===== config.mk =====
export PLATFORM = sky130hd
export DESIGN_NAME = ursb_top
export DESIGN_NICKNAME = d
export VERILOG_FILES = /design/src/include/ursb_pkg.sv /design/src/core/ursb_top.sv
export VERILOG_INCLUDE_DIRS = /design/src /design/src/include
export SDC_FILE = /design/constraint.sdc
export NUM_CORES = 1
export LEC_CHECK = 0
export BUFFER_PORTS_ARGS = -buffer_cell sky130_fd_sc_hd__buf_2
export CORE_MARGIN = 2
export CORE_UTILIZATION = 30
export DETAILED_ROUTE_END_ITERATION = 6
export PLACE_DENSITY = 0.51
export SETUP_SLACK_MARGIN = 0.4
export SLEW_MARGIN = 20
export SYNTH_ARGS = -nofsm -noshare
export SYNTH_HDL_FRONTEND = slang
export SYNTH_SLANG_ARGS = --single-unit

===== constraint.sdc =====
create_clock -name mclk_i -period 4.1 [get_ports mclk_i]
set_input_delay 0.41 -clock mclk_i [delete_from_list [all_inputs] [get_ports mclk_i]]
set_output_delay 0.41 -clock mclk_i [all_outputs]
set_load 0.01 [all_outputs]

===== src/include/ursb_defines.svh =====
// Constants for the serial receiver and break block
`ifndef URSB_DEFINES_SVH
`define URSB_DEFINES_SVH
`define URSB_ADDR_STATUS 4'h0
`define URSB_ADDR_DATA 4'h1
`define URSB_ADDR_CTRL1 4'h2
`define URSB_ADDR_CTRL2 4'h3
`define URSB_ADDR_DIV 4'h4
`define URSB_C1_EN 7
`define URSB_C1_NINE 6
`define URSB_C1_PAREN 5
`define URSB_C1_PODD 4
`define URSB_C1_STOP2 3
`define URSB_C1_BRK 2
`define URSB_C1_RX8 1
`define URSB_C1_TX8 0
`define URSB_C2_TXEN 7
`define URSB_C2_RECEIVE_ENABLE 6
`define URSB_C2_RIE 3
`define URSB_C2_TEIE 2
`define URSB_OVS_LAST 4'hF
`define URSB_OVS_MID 4'h7
`define URSB_BRK_BITS 4'hD
`define URSB_CTRL1_RST 8'h00
`define URSB_CTRL2_RST 8'h00
`define URSB_DIV_RST 8'h00
`endif


===== src/include/ursb_pkg.sv =====
// Types for the serial receiver and break block
package ursb_pkg;
    typedef enum logic [2:0] {RX_OFF, RX_HUNT, RX_START, RX_DATA, RX_STOP,
        RX_WAITHI} ursb_rx_t;
    typedef enum logic [1:0] {TX_IDLE, TX_START, TX_BREAK, TX_STOP}
        ursb_tx_t;
endpackage : ursb_pkg


===== src/core/ursb_top.sv =====
// Serial receive path with break transmission and flag handling
//
// The address map and the strobed register port are this design's own decisions.
`timescale 1ns/100ps
`include "ursb_defines.svh"
//
// Behaviour
// - Status read then data write clears transmit-empty and idle flags.
// - Break bit held over divisor+1 clocks while idle arms a break.
// - Break is start bit, 13*N zero bits, then stop bits.
// - Break sending never raises the transmit-empty interrupt.
// - Breaks repeat while bit held; after clearing, finish then stop bits.
// - Nine-bit mode puts top received bit into ninth receive bit.
// - Recovery at 16x baud, three-sample majority, one shift per bit.
// - Bits shift in LSB first; shifter has no software access.
// - After the stop sample, word moves to buffer if space.
// - Two-word buffer; third completing early sets overrun, drops word.
// - Setting receive enable starts the start bit hunt.
// - Word entry sets data-available; transfer or overrun interrupts.
// - Data, overrun, noise flags clear by status read then data read.
// - Break received: framing error, zeros loaded, idle set.
// - After break, wait for high line before next start hunt.
// - Receiver idle low from start bit mid-sample until stop read.
// - Noise sets its flag with data-available, no own interrupt.
// - Zero in stop position sets framing error.
// - Parity error checked and stored with each word.
// - Receiver checks a single stop bit always.
// - Port disable empties buffer and sets flags to defined state.
module ursb_top (
    // Clock and reset
    input wire logic mclk_i,
    input wire logic rstn_i,
    // Register port
    input wire logic [3:0] addr_i,
    input wire logic [7:0] wdata_i,
    input wire logic wr_i,
    input wire logic rd_i,
    output logic [7:0] rdata_o,
    // Serial pins
    input wire logic rx_i,
    output logic tx_o,
    // Interrupts
    output logic rx_irq_o,
    output logic tx_irq_o
);
    // ------------------------------------------------------------
    // Registers and pin synchroniser
    // ------------------------------------------------------------
    logic [7:0] ctrl1;
    logic [7:0] ctrl2;
    logic [7:0] baud_divisor;
    logic [2:0] rx_sync;
    logic rx_line;
    logic [7:0] div_cnt;
    logic ovs_tick;
    logic stat_seen;
    logic transmit_empty_flag;
    logic transmitter_idle_flag;
    logic receiver_idle_flag;
    logic overrun_flag;
    // Buffer entries: 9 data, noise, framing, parity
    // Slot 0 is the head; a pop moves slot 1 down in the same cycle
    logic [11:0] fifo [0:1];
    logic [1:0] fifo_cnt;
    logic port_enable;
    logic receive_enable;
    logic break_send_ctl;
    logic nine_bit_format;
    logic receive_irq_enable;

    assign port_enable = ctrl1[`URSB_C1_EN];
    assign nine_bit_format = ctrl1[`URSB_C1_NINE];
    assign break_send_ctl = ctrl1[`URSB_C1_BRK];
    assign receive_enable = ctrl2[`URSB_C2_RECEIVE_ENABLE] & port_enable;
    assign receive_irq_enable = ctrl2[`URSB_C2_RIE];

    function automatic logic maj3(input logic [2:0] s);
        maj3 = (s[0] & s[1]) | (s[1] & s[2]) | (s[0] & s[2]);
    endfunction : maj3

    // A change counts once the second and third stages agree
    always_ff @(posedge mclk_i) begin
        if (!rstn_i) begin
            rx_sync <= 3'h7;
            rx_line <= 1'b1;
        end else begin
            rx_sync <= {rx_sync[1:0], rx_i};
            if (rx_sync[1] == rx_sync[2])
                rx_line <= rx_sync[2];
        end
    end

    // 16x tick: divisor+1 clocks per tick
    wire div_wrap = (div_cnt == baud_divisor);
    wire [7:0] next_div = div_wrap ? 8'h00 : div_cnt + 8'h01;
    always_ff @(posedge mclk_i) begin
        if (!rstn_i || !port_enable) begin
            div_cnt <= 8'h00;
            ovs_tick <= 1'b0;
        end else begin
            div_cnt <= next_div;
            ovs_tick <= div_wrap;
        end
    end

    // ------------------------------------------------------------
    // Register access decode
    // ------------------------------------------------------------
    wire wr_stat = wr_i && addr_i == `URSB_ADDR_STATUS;
    wire wr_data = wr_i && addr_i == `URSB_ADDR_DATA;
    wire rd_stat = rd_i && addr_i == `URSB_ADDR_STATUS;
    wire rd_data = rd_i && addr_i == `URSB_ADDR_DATA;
    wire seq_rd_data = rd_data && stat_seen;
    wire seq_wr_data = wr_data && stat_seen;
    wire pop = seq_rd_data && fifo_cnt != 2'h0;
    wire fifo_empty = (fifo_cnt == 2'h0);
    wire [7:0] status_word = {1'b0, fifo[0][9] & ~fifo_empty,
        fifo[0][10] & ~fifo_empty, fifo[0][11] & ~fifo_empty, overrun_flag,
        receiver_idle_flag, transmitter_idle_flag, transmit_empty_flag};
    // Status layout: 7 rsv,6 noise,5 frame,4 parity,3 ovr,2 receiver_idle_flag,1 transmitter_idle_flag,0 txe
    wire avail = ~fifo_empty;

    // ------------------------------------------------------------
    // Receiver
    // ------------------------------------------------------------
    ursb_pkg::ursb_rx_t rx_st;
    logic [3:0] ovs_cnt;
    logic [3:0] bit_idx;
    logic [8:0] receive_shift_reg;
    logic [2:0] samp;
    logic noise_acc;
    logic par_acc;
    logic load_word;
    logic [11:0] load_val;
    // The vote sees the three ticks before the middle count: one short
    // glitch is outvoted, yet still marks the word as noisy
    wire vote = maj3(samp);
    wire samp_noise = ~(samp == 3'h0 || samp == 3'h7);
    wire [3:0] n_data = nine_bit_format ? 4'h9 : 4'h8;
    wire par_en = ctrl1[`URSB_C1_PAREN];
    wire par_bad = par_acc ^ ctrl1[`URSB_C1_PODD];
    wire [8:0] shift_in = nine_bit_format ?
        {vote, receive_shift_reg[8:1]} : {1'b0, vote, receive_shift_reg[7:1]};

    always_ff @(posedge mclk_i) begin
        if (!rstn_i || !receive_enable) begin
            rx_st <= ursb_pkg::RX_OFF;
            ovs_cnt <= 4'h0;
            bit_idx <= 4'h0;
            receive_shift_reg <= 9'h000;
            samp <= 3'h7;
            noise_acc <= 1'b0;
            par_acc <= 1'b0;
            load_word <= 1'b0;
            load_val <= 12'h000;
        end else begin
            load_word <= 1'b0;
            if (ovs_tick)
                samp <= {samp[1:0], rx_line};
            case (rx_st)
                ursb_pkg::RX_OFF: rx_st <= ursb_pkg::RX_HUNT;
                ursb_pkg::RX_HUNT: if (ovs_tick && !rx_line) begin
                    rx_st <= ursb_pkg::RX_START;
                    ovs_cnt <= 4'h0;
                end
                ursb_pkg::RX_START: if (ovs_tick) begin
                    ovs_cnt <= ovs_cnt + 4'h1;
                    if (ovs_cnt == `URSB_OVS_MID) begin
                        if (vote) begin
                            rx_st <= ursb_pkg::RX_HUNT;
                        end else begin
                            noise_acc <= samp_noise;
                            par_acc <= 1'b0;
                            bit_idx <= 4'h0;
                        end
                    end
                    if (ovs_cnt == `URSB_OVS_LAST)
                        rx_st <= ursb_pkg::RX_DATA;
                end
                ursb_pkg::RX_DATA: if (ovs_tick) begin
                    ovs_cnt <= ovs_cnt + 4'h1;
                    if (ovs_cnt == `URSB_OVS_MID) begin
                        receive_shift_reg <= shift_in;
                        noise_acc <= noise_acc | samp_noise;
                        par_acc <= par_acc ^ vote;
                        bit_idx <= bit_idx + 4'h1;
                    end
                    if (ovs_cnt == `URSB_OVS_LAST && bit_idx == n_data)
                        rx_st <= ursb_pkg::RX_STOP;
                end
                ursb_pkg::RX_STOP: if (ovs_tick) begin
                    ovs_cnt <= ovs_cnt + 4'h1;
                    // One stop bit only on receive
                    if (ovs_cnt == `URSB_OVS_MID) begin
                        load_word <= 1'b1;
                        // A framed word keeps its bits; a break has
                        // shifted in nothing but zeros already
                        load_val <= {par_en & par_bad, ~vote,
                            noise_acc | samp_noise,
                            receive_shift_reg};
                        if (!vote && receive_shift_reg == 9'h000)
                            rx_st <= ursb_pkg::RX_WAITHI;
                        else if (!vote)
                            rx_st <= ursb_pkg::RX_WAITHI;
                        else
                            rx_st <= ursb_pkg::RX_HUNT;
                    end
                end
                ursb_pkg::RX_WAITHI: if (ovs_tick && vote)
                    rx_st <= ursb_pkg::RX_HUNT;
                default: rx_st <= ursb_pkg::RX_OFF;
            endcase
        end
    end

    // ------------------------------------------------------------
    // Receive buffer and flags
    // ------------------------------------------------------------
    wire full = (fifo_cnt == 2'h2);
    wire push = load_word && (!full || pop);
    wire ovr_evt = load_word && full && !pop;
    wire [1:0] wr_slot = pop ? fifo_cnt - 2'h2 + 2'h1 : fifo_cnt;
    wire rx_busy = (rx_st == ursb_pkg::RX_START && ovs_cnt > `URSB_OVS_MID)
        || rx_st == ursb_pkg::RX_DATA
        || (rx_st == ursb_pkg::RX_STOP && ovs_cnt <= `URSB_OVS_MID);

    always_ff @(posedge mclk_i) begin
        if (!rstn_i || !port_enable) begin
            fifo_cnt <= 2'h0;
            fifo[0] <= 12'h000;
            fifo[1] <= 12'h000;
            overrun_flag <= 1'b0;
            receiver_idle_flag <= 1'b1;
        end else begin
            if (pop)
                fifo[0] <= fifo[1];
            if (push)
                fifo[wr_slot[0]] <= load_val;
            fifo_cnt <= fifo_cnt + {1'b0, push} - {1'b0, pop};
            // Set beats clear in the same cycle
            if (ovr_evt)
                overrun_flag <= 1'b1;
            else if (seq_rd_data)
                overrun_flag <= 1'b0;
            receiver_idle_flag <= ~rx_busy;
        end
    end

    // ------------------------------------------------------------
    // Transmit flags and break generator
    // ------------------------------------------------------------
    ursb_pkg::ursb_tx_t tx_st;
    logic [7:0] brk_hold;
    logic brk_armed;
    logic [3:0] tx_ovs;
    logic [3:0] tx_bits;
    logic tx_stop2;
    logic txe_irq_en;
    assign txe_irq_en = ctrl2[`URSB_C2_TEIE];
    // Break bits ride on the free-running tick count, so a break can
    // start up to one bit time after it is armed
    wire tx_bit_end = ovs_tick && tx_ovs == `URSB_OVS_LAST;

    always_ff @(posedge mclk_i) begin
        if (!rstn_i || !port_enable) begin
            tx_st <= ursb_pkg::TX_IDLE;
            brk_hold <= 8'h00;
            brk_armed <= 1'b0;
            tx_ovs <= 4'h0;
            tx_bits <= 4'h0;
            tx_stop2 <= 1'b0;
            tx_o <= 1'b1;
            transmit_empty_flag <= 1'b1;
            transmitter_idle_flag <= 1'b1;
        end else begin
            if (ovs_tick)
                tx_ovs <= tx_ovs + 4'h1;
            // Data frames are not sent from here, so a data write only
            // clears the transmit flags; the word itself is dropped
            if (seq_wr_data) begin
                transmit_empty_flag <= 1'b0;
                transmitter_idle_flag <= 1'b0;
            end
            if (break_send_ctl && transmitter_idle_flag
                && brk_hold != baud_divisor + 8'h01)
                brk_hold <= brk_hold + 8'h01;
            else if (!break_send_ctl)
                brk_hold <= 8'h00;
            if (break_send_ctl && transmitter_idle_flag
                && brk_hold == baud_divisor + 8'h01)
                brk_armed <= 1'b1;
            case (tx_st)
                ursb_pkg::TX_IDLE: if (brk_armed && tx_bit_end) begin
                    tx_st <= ursb_pkg::TX_START;
                    tx_o <= 1'b0;
                end
                ursb_pkg::TX_START: if (tx_bit_end) begin
                    tx_st <= ursb_pkg::TX_BREAK;
                    tx_bits <= 4'h0;
                end
                ursb_pkg::TX_BREAK: if (tx_bit_end) begin
                    tx_bits <= tx_bits + 4'h1;
                    if (tx_bits == `URSB_BRK_BITS - 4'h1) begin
                        tx_bits <= 4'h0;
                        if (!break_send_ctl) begin
                            tx_st <= ursb_pkg::TX_STOP;
                            tx_o <= 1'b1;
                            tx_stop2 <= ctrl1[`URSB_C1_STOP2];
                        end
                    end
                end
                ursb_pkg::TX_STOP: if (tx_bit_end) begin
                    if (tx_stop2) begin
                        tx_stop2 <= 1'b0;
                    end else begin
                        tx_st <= ursb_pkg::TX_IDLE;
                        brk_armed <= 1'b0;
                        transmitter_idle_flag <= 1'b1;
                    end
                end
                default: tx_st <= ursb_pkg::TX_IDLE;
            endcase
        end
    end

    // ------------------------------------------------------------
    // Register file, read data and interrupts
    // ------------------------------------------------------------
    wire [7:0] rx_word = avail ? fifo[0][7:0] : 8'h00;
    wire [7:0] ctrl1_rd = {ctrl1[7:2], avail & fifo[0][8], ctrl1[0]};
    wire [7:0] next_rdata = rd_stat ? status_word :
        rd_data ? rx_word :
        (rd_i && addr_i == `URSB_ADDR_CTRL1) ? ctrl1_rd :
        (rd_i && addr_i == `URSB_ADDR_CTRL2) ? ctrl2 :
        (rd_i && addr_i == `URSB_ADDR_DIV) ? baud_divisor : 8'h00;
    wire [7:0] next_ctrl1 = port_enable ? wdata_i :
        (wdata_i & 8'hFB);
    wire [7:0] next_ctrl2 = (wdata_i[`URSB_C1_EN] | ctrl1[`URSB_C1_EN]) ?
        wdata_i : wdata_i;

    always_ff @(posedge mclk_i) begin
        if (!rstn_i) begin
            ctrl1 <= `URSB_CTRL1_RST;
            ctrl2 <= `URSB_CTRL2_RST;
            baud_divisor <= `URSB_DIV_RST;
            rdata_o <= 8'h00;
            stat_seen <= 1'b0;
            rx_irq_o <= 1'b0;
            tx_irq_o <= 1'b0;
        end else begin
            rdata_o <= next_rdata;
            if (rd_stat)
                stat_seen <= 1'b1;
            else if (rd_data || wr_data)
                stat_seen <= 1'b0;
            if (wr_i && addr_i == `URSB_ADDR_CTRL1)
                ctrl1 <= next_ctrl1;
            else if (!port_enable)
                ctrl1[`URSB_C1_BRK] <= 1'b0;
            if (wr_i && addr_i == `URSB_ADDR_CTRL2)
                ctrl2 <= next_ctrl2;
            else if (!port_enable)
                ctrl2[7:6] <= 2'h0;
            if (wr_i && addr_i == `URSB_ADDR_DIV)
                baud_divisor <= wdata_i;
            // Noise rides on data-available, no own source
            rx_irq_o <= receive_irq_enable & (push | ovr_evt);
            // Break frames never count as a transmit event
            tx_irq_o <= txe_irq_en & transmit_empty_flag
                & ~brk_armed & port_enable;
        end
    end
endmodule : ursb_top


==> results of run 1 <==
[metal layers]
metal | vias up | share of wire | GRT usage | wire length, um
met5 | - | 0 | 0 | 0
met4 | 0 | 0.014 | 0.0472 | 199
met3 | 13 | 0.034 | 0.0315 | 493
met2 | 66 | 0.45 | 0.196 | 6380
met1 | 2272 | 0.51 | 0.180 | 7250
li1 | 2530 | - | - | -
[where the power goes]
group / switching, mW / internal, mW / leakage, nW
sequential: 0.00622 / 1.36 / 1.20
clock: 0.564 / 0.869 / 0.270
combinational: 0.0357 / 0.0237 / 1.17
[cell usage in the layout, fill, tap and decap left out, types with 5 or more instances in the layout]
cell	n
sky130_fd_sc_hd__a21boi_0	9
sky130_fd_sc_hd__inv_1	9
sky130_fd_sc_hd__nor3_1	12
sky130_fd_sc_hd__dfxtp_1	112
sky130_fd_sc_hd__a22oi_1	5
sky130_fd_sc_hd__nor2_1	51
sky130_fd_sc_hd__and2_1	17
sky130_fd_sc_hd__a21oi_1	49
sky130_fd_sc_hd__buf_2	27
sky130_fd_sc_hd__nand2b_1	16
sky130_fd_sc_hd__o21ai_0	37
sky130_fd_sc_hd__mux2i_1	39
sky130_fd_sc_hd__xor2_1	21
sky130_fd_sc_hd__nand2_1	121
sky130_fd_sc_hd__a211oi_1	5
sky130_fd_sc_hd__xnor2_1	13
sky130_fd_sc_hd__nor2b_1	23
sky130_fd_sc_hd__nand3_1	24
sky130_fd_sc_hd__clkbuf_16	17
sky130_fd_sc_hd__ha_1	13
sky130_fd_sc_hd__and3_1	9
sky130_fd_sc_hd__o22ai_1	5
sky130_fd_sc_hd__edfxtp_1	24
sky130_fd_sc_hd__nand4_1	7
[area by class of cell]
class                   instances  area (um2)  area share
diodes                          1        2.50    0.000341
clock inverters                10        95.1      0.0130
clock buffers                  22         465      0.0635
multi-input cells             537        3270       0.447
repair buffers                 29         150      0.0205
flip-flops and latches        136        2960       0.404
well taps                     275         344      0.0470
inverters                       9        33.8     0.00461
[stage by stage]
stage	util	hold slack, ns	std cells	area (um2)	power [mW]
after floorplan	-	0.386	718	6450	1.43
after global placement	0.321	0.389	986	6770	1.46
after detailed placement	0.321	0.397	986	6770	1.46
after CTS	0.347	0.168	1018	7330	2.90
after global routing	0.347	0.203	1018	7330	2.97
final	0.348	0.191	1019	7330	2.86
[logic make-up after synthesis]
group | after synthesis | synth area share
compound gates | 142 | 0.139
xor+xnor | 34 | 0.0462
fa+ha+maj | 14 | 0.0268
buf+inv | 45 | 0.0326
flops | 136 | 0.460
mux | 39 | 0.0605
simple gates | 308 | 0.235
[worst paths after layout]
kind	cells after the start	to	slack (ns)
hold reg to reg	1	rx_sync[1]	0.40
setup reg to reg	6	brk_armed	1.74
setup / recovery	6	brk_armed	1.74
hold / removal	2	rx_sync[0]	0.19
==> results.toml, run 1 <==
[critical_path]
critical_path_buf_inv_count = 0
critPathLaunchType = "flop"
timing.critical_path.required_ns = 4.43
timing.critical_path.cells = "ha_1, xnor2_1, o21ai_0, a2111oi_4, a41oi_1, a211oi_2"
crit_start = "baud_divisor[1]"
path_max_fanout = 8
cp_data_arrival_time_ns = 2.69
worst-setup-path-type = "reg -> reg"
timing.critical_path.slowest_stage_cell = "sky130_fd_sc_hd__a2111oi_4"
worst_path_largest_cell_delay_ns = 0.60
critical_path.reg2reg.startpoint = "baud_divisor[1]"
cp_top_family = "compound AO/OA/AOI/OAI gates"
timing.critical_path.to_type = "flop"

[clocking]
tritoncts_clock_tree = "done"
clk_transition_reported_paths_ns = 0.06
ctsResizeCount = 0
cts_root_buffer = "sky130_fd_sc_hd__clkbuf_16"
cts_buffers = 17
clk_sink_count = 136
clkLatencyLatePin_ns = 0.41
htreeDepth = 4
post_cts_hold_buffer_count = 0
cts-root-to-sink-buffers = 2
post-cts-setup-buffers = 0

[route]
drt_iter0_drc = 414
wl_per_cell_um = 14.1
viasPerCell = 4.79
drt_drc_violations_left = 0
routed-via-count = 4881
wl_mm = 14.3
antenna_violating_nets_post_route = 0
firstDrtPassIters = 5

[timing]
slew_viol_final = 0
layout_worst_path_cycle_share = 0.576
setup-violations-final = 0
fin_tns_setup_ns = 0
post-route-worst-setup-slack_ns = 1.74
unrepaired_setup_endpoints_after_global_routing = "false"
clock.fmax_mhz = 423
timing.max_slew.rel_slack = 0.299
clock-skew-final_ns = 0.00744
timing.final.hold_violations = 0
worstMarginPinSlew_ns = 1.05
timing.final.crit_period_ns = 2.36

[global_route]
number_of_antenna_violations_at_the_first_check_in_global_routing = 1
global_route.usage.total = 0.130
grt_start_max_net_pins = 42
global_route.overflow_total = 0
grt_pass1_wl_mm = 23.1
number_of_global_route_vias_before_repair = 4379

[finish]
syn_to_final_growth_pct = 13.7
final_nets = 760
drive_gt1_frac = 0.0969
largest_register_ff_count = 24
fillCellCount = 2205

[yosys]
synth_seq_area_share = 0.460
yosys.cell_count.top_type = "sky130_fd_sc_hd__nand2_1"
synth.net_count = 748
synth_largest_area_cell = "sky130_fd_sc_hd__dfxtp_1"
average_size_of_a_mapped_cell_um2 = 8.98
yosysWarnings = 0
yosys-top-cells-area = "sky130_fd_sc_hd__dfxtp_1, sky130_fd_sc_hd__edfxtp_1, sky130_fd_sc_hd__nand2_1"
synth_area_um2 = 6450
synth_flop_cell = "sky130_fd_sc_hd__dfxtp_1"
yosys-top-cells-count = "sky130_fd_sc_hd__nand2_1, sky130_fd_sc_hd__dfxtp_1, sky130_fd_sc_hd__nor2_1"
yosys.area.top_type_share = 0.348
syn-instance-count = 718
post_synth_num_cell_types = 61
synth-async-reset-ratio = 0
post_synthesis_sequential_element_count = 136
synth-edff-count = 24

[power_and_ir_drop]
irDropWorstVdd_v = 0.000248
p_leak_nw = 2.64
power_density_normalized_to_cell_area_nw_per_um2 = 390

[die]
die_x_um = 151
floorplan.initialDensity = 0.306
coreArea_um2 = 21100
io_pins = 28
die-height_um = 151
die-area_um2 = 22700
std_cell_rows = 53

[place]
dp_slack_ns = 1.40
io_buffers = 27
final_hpwl_dp_mm = 10.1
gpl.final_weighted_congestion = 0.764

[hold_path]
hold_path_startpoint = "rx_i"
hold_path.class = "in -> reg"

[flow_run]
max_cap_violations = 0

[outcome]
status = "completed"
(Power assumes the default switching activity.)
==> inputs of run 2 (changes only) <==
Clock period 4.1 ns to 2.2 ns, I/O delays scaled along.
==> run 2 against run 1 <==
Final cell count rose by 4.1%. Cell area up 9.3%. Clock skew up 0.0010 ns. Die area unchanged. Via count rose by 5.0%. Maximum frequency rose by 30%. Global-route usage grew 1.4 points. Critical endpoint is now brk_hold[3]. Largest power group unchanged. Highest routed layer unchanged.
==> results.toml, run 2 (synthesis results as in run 1) <==
[clocking]
tritoncts_clock_tree = "done"
htreeDepth = 4
cts-root-to-sink-buffers = 2
clk_transition_reported_paths_ns = 0.06
clk_sink_count = 136
clkLatencyLatePin_ns = 0.42
cts_buffers = 17
cts_root_buffer = "sky130_fd_sc_hd__clkbuf_16"

[flow_run]
max_cap_violations = 0

[die]
die-area_um2 = 22700
die_x_um = 151
std_cell_rows = 53
coreArea_um2 = 21100
die-height_um = 151
io_pins = 28
floorplan.initialDensity = 0.306

[finish]
fillCellCount = 2135
final_nets = 803
num_antenna_cells = 0
largest_register_ff_count = 24
layout_commonest_cell = "sky130_fd_sc_hd__nand2_1"
cell_area_after_layout_um2 = 8010
most-common-layout-cells = "sky130_fd_sc_hd__nand2_1, sky130_fd_sc_hd__dfxtp_1, sky130_fd_sc_hd__nor2_1"
syn_to_final_growth_pct = 24.3
drive_gt1_frac = 0.209

[place]
dp_slack_ns = 0.141
final_hpwl_dp_mm = 11.0
io_buffers = 27
placement.cell_area_um2 = 7030
gpl.final_weighted_congestion = 0.778

[power_and_ir_drop]
p_leak_nw = 2.92
report.power.total_mw = 5.50
irDropWorstVdd_v = 0.000515
clock_power_share = 0.514
switch_pwr_mw = 1.15
power.combinational.fraction = 0.024
power.share.switching = 0.210
power.sequential.fraction = 0.462
power_density_normalized_to_cell_area_nw_per_um2 = 686
p_int_mw = 4.34

[route]
viasPerCell = 4.83
routed-via-count = 5124
drt_drc_violations_left = 0
antenna_violating_nets_post_route = 0
wl_mm = 15.7
drt_iter0_drc = 317
firstDrtPassIters = 4
wl_per_cell_um = 14.8

[critical_path]
ff2ff_path_depth = 8
path_max_fanout = 8
critPathLaunchType = "flop"
timing.critical_path.to_type = "flop"
timing.critical_path.required_ns = 2.55
worst-setup-path-type = "reg -> reg"
cp_data_arrival_time_ns = 2.17

[timing]
fin_tns_setup_ns = 0
timing.final.crit_period_ns = 1.82
slew_viol_final = 0
unrepaired_setup_endpoints_after_global_routing = "true"
worstMarginPinSlew_ns = 0.568
layout_worst_path_cycle_share = 0.827
setup-violations-final = 0
timing.max_slew.rel_slack = 0.621
post-route-worst-setup-slack_ns = 0.381
clock-skew-final_ns = 0.00846
timing.final.hold_violations = 0
clock.fmax_mhz = 550

[hold_path]
hold_path.class = "in -> reg"
holdPathStages = 2

[outcome]
status = "completed"

[global_route]
global_route.overflow_total = 0
number_of_antenna_violations_at_the_first_check_in_global_routing = 0
grt_pass1_wl_mm = 25.4
global_route.usage.total = 0.144
grt_start_max_net_pins = 35
number_of_global_route_vias_before_repair = 4838
==> run 2: final timing paths <==
kind / from / end / slack (ns)
max: baud_divisor[1] / brk_hold[3] / 0.38
min: rstn_i / rx_sync[2] / 0.07
max reg2reg: baud_divisor[1] / brk_hold[3] / 0.38
min reg2reg: rx_sync[0] / rx_sync[1] / 0.40
==> run 2: worst max-delay path, cell delays in order, from the launching register on <==
cell and delay [ns]:
sky130_fd_sc_hd__dfxtp_4 0.39, sky130_fd_sc_hd__ha_4 0.17, sky130_fd_sc_hd__buf_6 0.13, sky130_fd_sc_hd__a21o_1 0.09, sky130_fd_sc_hd__a21oi_1 0.06, sky130_fd_sc_hd__o21ai_0 0.25, sky130_fd_sc_hd__nand2_2 0.24, sky130_fd_sc_hd__a21oi_2 0.22
sky130_fd_sc_hd__mux2i_1 0.18
==> run 2: through the flow <==
step,hold WS [ns],instances,utilization
2_1_floorplan,0.321,718,-
3_3_place_gp,0.389,1010,0.333
3_5_place_dp,0.391,1010,0.333
4_1_cts,0.0501,1053,0.370
5_1_grt,0.0813,1061,0.380
6_report,0.0684,1061,0.380
==> run 2: layer usage <==
| metal | vias to the layer above | part of all wire | track usage |
|---|---|---|---|
| met5 | - | 0 | 0 |
| met4 | 0 | 0.022 | 0.0579 |
| met3 | 19 | 0.034 | 0.0364 |
| met2 | 77 | 0.45 | 0.221 |
| met1 | 2408 | 0.50 | 0.193 |
| li1 | 2620 | - | - |
==> run 2: layout make-up <==
cell class,instances,area (um2),share of cell area
Clock inverter,12,121,0.0151
Multi-Input combinational cell,537,3510,0.438
Clock buffer,20,468,0.0584
Timing Repair Buffer,72,544,0.0679
Inverter,9,33.8,0.00422
Sequential cell,136,2990,0.374
Tap cell,275,344,0.0429
==> run 2: repair_timing <==
action,4_1_cts,5_1_grt
pin swaps,11,17
resized for setup,25,38
hold buffers,1,0
hold endpoints to repair,1,0
setup endpoints to repair,33,78
buffers inserted,10,8
==> run 2: power groups by stage <==
stage	combinational [mW]	clock [mW]	sequential (mW)
floorplan	0.0800	0	2.59
detailed placement	0.127	0	2.60
finish	0.134	2.82	2.54
CTS	0.133	2.90	2.54
global route	0.145	3.01	2.54
global placement	0.128	0	2.60
